## src/verilog/rp_sideband_pkg.sv

```systemverilog
// Purpose: Shared constants for the root port interrupt and error sideband
// Assumes: Single clock domain, inputs synchronous to the clock
// Notes:   Message kinds and field widths live here
package rp_sideband_pkg;
    localparam int INTX_W       = 4;
    localparam int MSI_NUM_W    = 5;
    localparam int CPL_ERR_W    = 7;
    localparam int FUNC_W       = 3;
    localparam int NUM_FUNC     = 8;
    localparam int CPL_SPACING  = 8;
    localparam int SPC_W        = 4;
    localparam int BIT_CTO_COR  = 0;
    localparam int BIT_CTO_UNC  = 1;
    localparam int BIT_CA       = 2;
    localparam int BIT_UNEXP    = 3;
    localparam int BIT_UR_P     = 4;
    localparam int BIT_UR_NP    = 5;
    localparam int BIT_LOG_HDR  = 6;
    localparam logic [4:0] MSI_EN_ALL = 5'h1F;
    localparam logic [3:0] SPC_RST    = 4'h0;
    typedef enum logic [2:0] {
        MSG_NONE,
        MSG_COR,
        MSG_NONFATAL,
        MSG_FATAL
    } err_msg_t;
    typedef enum logic [1:0] {
        SEV_COR,
        SEV_NONFATAL,
        SEV_FATAL
    } sev_t;
endpackage : rp_sideband_pkg

```

## src/verilog/rp_sideband.sv

```systemverilog
// Purpose: Root port legacy interrupt, system error and completion error sideband
// Assumes: All inputs synchronous to CLK_IN; application keeps its own timing
// Notes:   Error status bits are sticky per function until cleared by config writes
//
// Behaviour
// - Four legacy interrupts on bits A to D
// - Error MSI number masked by enabled bits
// - Capability MSI number masked by enabled bits
// - System error pulses exactly one cycle
// - Bit 1 sends a non-advisory error message
// - Any of error bits 0 to 5 sets status and messages; bit 6 does not
`timescale 1ns/1ns
module rp_sideband
    import rp_sideband_pkg::*;
(
    input  wire logic                 CLK_IN,
    input  wire logic                 RST_B_IN,
    input  wire logic [INTX_W-1:0]    INTX_ASSERT_IN,
    input  wire logic [INTX_W-1:0]    INTX_DEASSERT_IN,
    output logic      [INTX_W-1:0]    INT_STATUS_OUT,
    input  wire logic [MSI_NUM_W-1:0] AER_MSI_NUM_IN,
    input  wire logic [MSI_NUM_W-1:0] CAP_MSI_NUM_IN,
    input  wire logic [MSI_NUM_W-1:0] MSI_NUM_EN_IN,
    output logic      [MSI_NUM_W-1:0] AER_MSI_DATA_OUT,
    output logic      [MSI_NUM_W-1:0] CAP_MSI_DATA_OUT,
    input  wire logic                 SYS_ERR_DET_IN,
    input  wire logic                 ROOT_SERR_EN_IN,
    input  wire logic                 DEV_SERR_EN_IN,
    output logic                      SERR_OUT,
    input  wire logic [CPL_ERR_W-1:0] CPL_ERR_IN,
    input  wire logic [FUNC_W-1:0]    CPL_ERR_FUNC_IN,
    input  wire logic                 STATUS_CLR_IN,
    input  wire logic [FUNC_W-1:0]    STATUS_CLR_FUNC_IN,
    output logic                      ERR_MSG_VALID_OUT,
    output err_msg_t                  ERR_MSG_KIND_OUT,
    output logic                      ERR_MSG_ADVISORY_OUT,
    output logic      [FUNC_W-1:0]    ERR_MSG_FUNC_OUT,
    output logic      [CPL_ERR_W-2:0] ERR_STATUS_OUT [NUM_FUNC],
    output logic                      CPL_ERR_SPACING_VIOL_OUT
);
    import rp_sideband_pkg::*;

    // Widths are fixed by the pin map; the spacing reload must fit its counter
    if (INTX_W != 4 || MSI_NUM_W != 5 || CPL_ERR_W != 7 || NUM_FUNC != (1 << FUNC_W) ||
        CPL_SPACING < 1 || CPL_SPACING > (1 << SPC_W))
    begin : g_bad_sizes
        $error("rp_sideband: unsupported sizes");
    end

    // Severity of each reported completion error; UR on posted is non-fatal here
    function automatic err_msg_t kind_of(input logic [CPL_ERR_W-1:0] e);
        if (e[BIT_CTO_UNC] || e[BIT_UNEXP] || e[BIT_UR_P] || e[BIT_UR_NP] || e[BIT_CA])
            kind_of = MSG_NONFATAL;
        else if (e[BIT_CTO_COR])
            kind_of = MSG_COR;
        else
            kind_of = MSG_NONE;
    endfunction : kind_of

    // Only message-data bits that the MSI control setting enables pass
    function automatic logic [MSI_NUM_W-1:0] mask_msi(input logic [MSI_NUM_W-1:0] num,
                                                      input logic [MSI_NUM_W-1:0] en);
        mask_msi = num & en;
    endfunction : mask_msi

    logic [INTX_W-1:0]    intx_r,    intx_nxt;
    logic [MSI_NUM_W-1:0] aer_r,     aer_nxt;
    logic [MSI_NUM_W-1:0] cap_r,     cap_nxt;
    logic                 serr_r,    serr_nxt;
    logic                 sys_d_r,   sys_d_nxt;
    logic                 mval_r,    mval_nxt;
    err_msg_t             mkind_r,   mkind_nxt;
    logic                 madv_r,    madv_nxt;
    logic [FUNC_W-1:0]    mfunc_r,   mfunc_nxt;
    logic [CPL_ERR_W-2:0] sts_r [NUM_FUNC];
    logic [CPL_ERR_W-2:0] sts_nxt [NUM_FUNC];
    logic [SPC_W-1:0]     spc_r,     spc_nxt;
    logic                 viol_r,    viol_nxt;

    wire  logic           any_err = |CPL_ERR_IN[CPL_ERR_W-2:0];
    // Reload of the spacing counter; the size check above keeps it in range
    localparam logic [SPC_W-1:0] SPC_SPAN = SPC_W'(CPL_SPACING - 1);

    always_comb
    begin
        // Level held from assert until the matching deassert message
        intx_nxt = (intx_r | INTX_ASSERT_IN) & ~INTX_DEASSERT_IN;
    end

    always_ff @(posedge CLK_IN or negedge RST_B_IN)
    begin
        if (!RST_B_IN)
            intx_r <= '0;
        else
            intx_r <= intx_nxt;
    end

    always_comb
    begin
        aer_nxt = mask_msi(AER_MSI_NUM_IN, MSI_NUM_EN_IN);
        cap_nxt = mask_msi(CAP_MSI_NUM_IN, MSI_NUM_EN_IN);
    end

    always_ff @(posedge CLK_IN or negedge RST_B_IN)
    begin
        if (!RST_B_IN)
        begin
            aer_r <= '0;
            cap_r <= '0;
        end
        else
        begin
            aer_r <= aer_nxt;
            cap_r <= cap_nxt;
        end
    end

    always_comb
    begin
        // Edge of the detect level so a long detect still gives one pulse
        sys_d_nxt = SYS_ERR_DET_IN;
        serr_nxt  = SYS_ERR_DET_IN && !sys_d_r && ROOT_SERR_EN_IN && DEV_SERR_EN_IN;
    end

    always_ff @(posedge CLK_IN or negedge RST_B_IN)
    begin
        if (!RST_B_IN)
        begin
            serr_r  <= 1'b0;
            sys_d_r <= 1'b0;
        end
        else
        begin
            serr_r  <= serr_nxt;
            sys_d_r <= sys_d_nxt;
        end
    end

    always_comb
    begin
        spc_nxt  = (spc_r == SPC_RST) ? SPC_RST : spc_r - SPC_W'(1);
        viol_nxt = 1'b0;
        if (any_err)
        begin
            // Still accepted, but flagged: the window is a far-side duty
            viol_nxt = (spc_r != SPC_RST);
            spc_nxt  = SPC_SPAN;
        end
    end

    always_ff @(posedge CLK_IN or negedge RST_B_IN)
    begin
        if (!RST_B_IN)
        begin
            spc_r  <= SPC_RST;
            viol_r <= 1'b0;
        end
        else
        begin
            spc_r  <= spc_nxt;
            viol_r <= viol_nxt;
        end
    end

    always_comb
    begin
        mval_nxt  = 1'b0;
        mkind_nxt = MSG_NONE;
        madv_nxt  = 1'b0;
        mfunc_nxt = mfunc_r;
        if (any_err)
        begin
            // Function taken with the error in the same cycle
            mfunc_nxt = CPL_ERR_FUNC_IN;
            mval_nxt  = 1'b1;
            mkind_nxt = kind_of(CPL_ERR_IN);
            // Correctable timeout without bit 1 is advisory; bit 1 never is
            madv_nxt  = CPL_ERR_IN[BIT_CTO_COR] && !CPL_ERR_IN[BIT_CTO_UNC];
        end
    end

    always_ff @(posedge CLK_IN or negedge RST_B_IN)
    begin
        if (!RST_B_IN)
        begin
            mval_r  <= 1'b0;
            mkind_r <= MSG_NONE;
            madv_r  <= 1'b0;
            mfunc_r <= '0;
        end
        else
        begin
            mval_r  <= mval_nxt;
            mkind_r <= mkind_nxt;
            madv_r  <= madv_nxt;
            mfunc_r <= mfunc_nxt;
        end
    end

    // One status slice per function; clear first so a same-cycle set wins
    for (genvar g = 0; g < NUM_FUNC; g++)
    begin : g_status
        always_comb
        begin
            sts_nxt[g] = sts_r[g];
            if (STATUS_CLR_IN && STATUS_CLR_FUNC_IN == FUNC_W'(g))
                sts_nxt[g] = '0;
            if (any_err && CPL_ERR_FUNC_IN == FUNC_W'(g))
                sts_nxt[g] = sts_nxt[g] | CPL_ERR_IN[CPL_ERR_W-2:0];
        end

        always_ff @(posedge CLK_IN or negedge RST_B_IN)
        begin
            if (!RST_B_IN)
                sts_r[g] <= '0;
            else
                sts_r[g] <= sts_nxt[g];
        end
    end

    assign INT_STATUS_OUT           = intx_r;
    assign AER_MSI_DATA_OUT         = aer_r;
    assign CAP_MSI_DATA_OUT         = cap_r;
    assign SERR_OUT                 = serr_r;
    assign ERR_MSG_VALID_OUT        = mval_r;
    assign ERR_MSG_KIND_OUT         = mkind_r;
    assign ERR_MSG_ADVISORY_OUT     = madv_r;
    assign ERR_MSG_FUNC_OUT         = mfunc_r;
    assign ERR_STATUS_OUT           = sts_r;
    assign CPL_ERR_SPACING_VIOL_OUT = viol_r;
endmodule : rp_sideband

```

## config.mk

```make
export PLATFORM = sky130hd
export DESIGN_NAME = rp_sideband
export DESIGN_NICKNAME = d
export VERILOG_FILES = /design/src/verilog/rp_sideband_pkg.sv /design/src/verilog/rp_sideband.sv
export SDC_FILE = /design/constraint.sdc
export NUM_CORES = 1
export LEC_CHECK = 0
export BUFFER_PORTS_ARGS = -buffer_cell sky130_fd_sc_hd__buf_4
export CORE_ASPECT_RATIO = 0.5
export CORE_UTILIZATION = 47
export CTS_CLUSTER_SIZE = 30
export DETAILED_ROUTE_END_ITERATION = 12
export PLACE_DENSITY = 0.78
export SLEW_MARGIN = 25
export SYNTH_ARGS = -nofsm -noshare
export SYNTH_HDL_FRONTEND = slang
export SYNTH_SLANG_ARGS = --single-unit
```

## constraint.sdc

```tcl
create_clock -name CLK_IN -period 1.4 [get_ports CLK_IN]
set_clock_uncertainty 0.15 [all_clocks]
set_input_delay 0.28 -clock CLK_IN [delete_from_list [all_inputs] [get_ports CLK_IN]]
set_output_delay 0.28 -clock CLK_IN [all_outputs]
set_load 0.01 [all_outputs]
```

==> results.md <==
Synthesis:
- The xor/xnor share of the synthesized area is 0%.
- The number of distinct library cell variants in the gate-level netlist after synthesis is 29.
- The share of flip-flops with an asynchronous set or reset is 100.0%.
- Each instance of the synthesized netlist takes up on average 14.01 µm².
- The post-synthesis net count is 239.
- The largest family of logic cells by synthesized area is compound AO/OA/AOI/OAI gates.
- The most used flip-flop cell after synthesis is dfrtp_1.
- The portion of synthesized cell area occupied by the leading cell type is 68.90%.
- After synthesis, the share of cell area in mux cells is 1.224%.
- The cell count after synthesis is 197.
- The synthesized netlist devotes 16.64% of its cell area to compound gates.
- The fraction of the mapped netlist area in adder cells is 0%.
- The number of synthesized flops with an enable pin is 0.
- dfrtp_1 takes more of the synthesized area than any other cell.
- The Yosys step of the flow raised 0 warnings.
- The sequential fraction of the synthesis area is 68.90%.
- Summing the areas of all and, or, nand and nor instances in the mapped netlist gives 10.74% of the synthesized area.
- The mapped cell area is 0.002760 mm².
- By area the synthesized netlist is led by dfrtp_1 69%, a22o_1 13%, and2_1 2.3%.
- The flop and latch count out of synthesis is 76.

Global routing:
- The layer carrying the most global-route usage is met2.
- The pin count of the biggest net entering global routing is 77.
- The initial antenna violation count is 0.
- The via count of the first global-routing pass was 2,117.
- The global-route usage over all layers is 24.56%.
- The total global routing overflow is 0.
- The met3 routing resource usage after global routing is 8.314%.
- The met1 track demand over resource in global routing is 31.65%.
- The first global-routing pass estimated 10,860 µm of wire.
- Global routing used 38.69% of the available met2 tracks.

STA:
- The worst pin sits at a relative slew slack of 52.25%.
- The max-slew violation count is 0.
- The least setup slack across all paths after layout is -0.06331 ns.
- Setup repair after global routing could not meet its margin everywhere.
- Counting I/O delays and the setup requirement, the final critical path takes 1.463 ns.
- Of the available clock period, the critical path in the final layout requires 104.5%.
- The setup-violating endpoint count in the final report is 3.
- The transition time at the pin with the least slew margin is 0.7147 ns.
- The count of endpoints failing hold in the final timing report is 0.
- The timing-limited maximum frequency is 683.4 MHz.

Drt:
- The detail route stage leaves a number of antenna-violating nets equal to 0.
- The first-pass iteration count of the detailed router is 4.
- The starting DRC count in detailed routing is 78.
- The routed length per placed instance is 17.42 µm.
- For this block, the via count after detailed routing is 2,133.
- The routed via count divided by cell count is 5.280.
- The number of design rule violations left after detail routing is 0.
- The wire length reported by the detailed router is 7038 µm.

Outcome:
- The checks that failed: negative setup slack.
- The flow ran to the end, but the final reports show violations.

Floorplanning:
- The initial standard-cell utilization of the core is 49.62%.
- The number of rows created at floorplan is 19.
- The die covers 0.006202 mm².
- For this design the top-level I/O count stands at 114.
- The area of the core is 0.005563 mm².
- Measured along the y axis, the die boundary spans 56.19 µm.
- From left edge to right edge, the die measures 110.4 µm.

Layout:
- The number of nets in the final layout is 368.
- The filler cells instantiated in the layout total 367.
- The antenna diode count is 0.
- The post-layout instance count excluding filler cells is 404.
- The area growth from synthesis to layout is 48.05%.
- Leaving out fill and tap cells, the most frequent cell in the layout is buf_4.
- The layout cell share with drive strength beyond 1 is 45.62%.
- The top cell types in the final layout, fill and taps aside, are 120 x buf_4, 76 x dfrtp_1, 42 x a22o_1.

Setup path:
- STA classifies the critical path startpoint as an input port.
- The critical path data required time is 1.46 ns.
- The arrival time at the worst endpoint is 1.53 ns.
- STA classifies the critical path endpoint as a flip-flop.
- The highest net fanout along the worst path is 4.
- The worst setup path is of the in -> reg kind.

Place:
- Detailed placement finished with a half-perimeter wire length of 4708 µm.
- The final weighted congestion in routability-driven placement is 0.8538.
- The number of I/O port buffers is 111.
- The placed cell count is 382.

Clock network:
- The maximum number of buffers from clock root to sink is 2.
- For this design, the sink count on the clock tree is 76.
- The clock latency on the worst-skew pair is 0.32 ns.
- The register clock-pin slew on the reported worst setup and hold paths is 0.06 ns.
- The clock buffer count from CTS is 9.
- The number of setup buffers added after CTS is 0.
- TritonCTS built the clock tree.
- The H-tree was split into 3 levels.
- The clock root buffer is clkbuf_16.

Power:
- The static leakage is 2.040 nW.
- The worst-case IR drop observed on VDD is 0.0007792 V.
- For this design the ratio of total power to cell area is 1507 mW/mm².
- The power after layout is 6.159 mW.

Hold path:
- The tightest min-delay check is of the in -> reg type.

Flow run:
- The number of maximum-capacitance violations is 0.
[final timing paths]
check                                    from                  end  slack, ns  depth (start not counted)
max in group asynchronous            RST_B_IN   ERR_STATUS_OUT[27]       0.42                          3
setup / recovery                CPL_ERR_IN[2]  ERR_MSG_FUNC_OUT[2]      -0.06                          4
setup reg to reg                     spc_r[1]             spc_r[3]       0.31                          1
hold reg to reg            ERR_STATUS_OUT[29]   ERR_STATUS_OUT[29]       0.35                          1
min in group asynchronous            RST_B_IN    INT_STATUS_OUT[0]       0.36                          3
hold / removal              AER_MSI_NUM_IN[1]  AER_MSI_DATA_OUT[1]       0.02                          2
[worst max-delay path, cell delays in order]
cell    delay [ns]
buf_6         0.10
or4_4         0.55
nor3_4        0.22
mux2_2        0.37
[synthesized netlist by cell type (3+ instances only)]
cell      instances
and2_1           10
dfrtp_1          76
nor3b_1           3
nand2_1           5
a22o_2            6
o21ai_0           3
clkbuf_1          5
nand3_1           6
a22o_1           42
nor2_1           14
nor2b_1           3
mux2_2            3
[cells by family (layout without fill, tap and decap cells)]
family,after synthesis,after routing
compound gates,53,53
buf+inv,12,146
flops,76,76
mux,3,3
other cells,1,1
simple gates,52,52
[layer usage]
layer,part of all wire (%),vias to the layer above
met3,5.8,10
met2,50,80
met5,0,-
li1,-,974
met1,43,1069
met4,1.4,0
[area by class of cell]
class | instances | area [µm²] | share of cell area [%]
inverter | 2 | 7.507 | 0.1837
timing repair buffer | 128 | 992.2 | 24.28
multi-input combinational | 109 | 800.8 | 19.60
tap | 73 | 91.34 | 2.235
sequential | 76 | 1902 | 46.54
clock inverter | 7 | 67.56 | 1.653
clock buffer | 9 | 225.2 | 5.511
[state kept, by name, summed over array words and instances, names as in the netlist]
| register | cells |
|---|---|
| INT_STATUS_OUT | 4 |
| ERR_MSG_VALID_OUT | 1 |
| CAP_MSI_DATA_OUT | 5 |
| AER_MSI_DATA_OUT | 5 |
| ERR_MSG_KIND_OUT | 2 |
| ERR_MSG_ADVISORY_OUT | 1 |
| ERR_MSG_FUNC_OUT | 3 |
| CPL_ERR_SPACING_VIOL_OUT | 1 |
| sys_d_r | 1 |
| SERR_OUT | 1 |
| ERR_STATUS_OUT | 48 |
| spc_r | 4 |
[what timing repair did]
action,in CTS,in global routing
endpoints found under the setup margin,3,5
gates resized for setup,2,0
hold buffers,6,0
endpoints found under the hold margin,81,0
[stage by stage]
stage / hold slack (ns) / TNS [ns] / instance area (µm²) / util [%] / setup slack, ns
floorplan: -0.1656 / -2.557 / 2774 / - / -0.4325
global placement: 0.1679 / -3.570 / 3726 / 66.98 / -0.3964
detailed placement: 0.1764 / -4.813 / 3726 / 66.98 / -0.4215
CTS: 0.007589 / -0.08721 / 4086 / 73.46 / -0.06102
global route: 0.01081 / -0.1854 / 4086 / 73.46 / -0.09119
finish: 0.01533 / -0.09455 / 4086 / 73.46 / -0.06331
[where the power goes]
part	switching, mW	total (mW)	leakage, nW	internal [mW]
Sequential	0.189	2.69	0.898	2.50
Clock	0.898	2.27	0.137	1.37
Combinational	0.509	1.20	1.01	0.692
(Power assumes the default switching activity.)
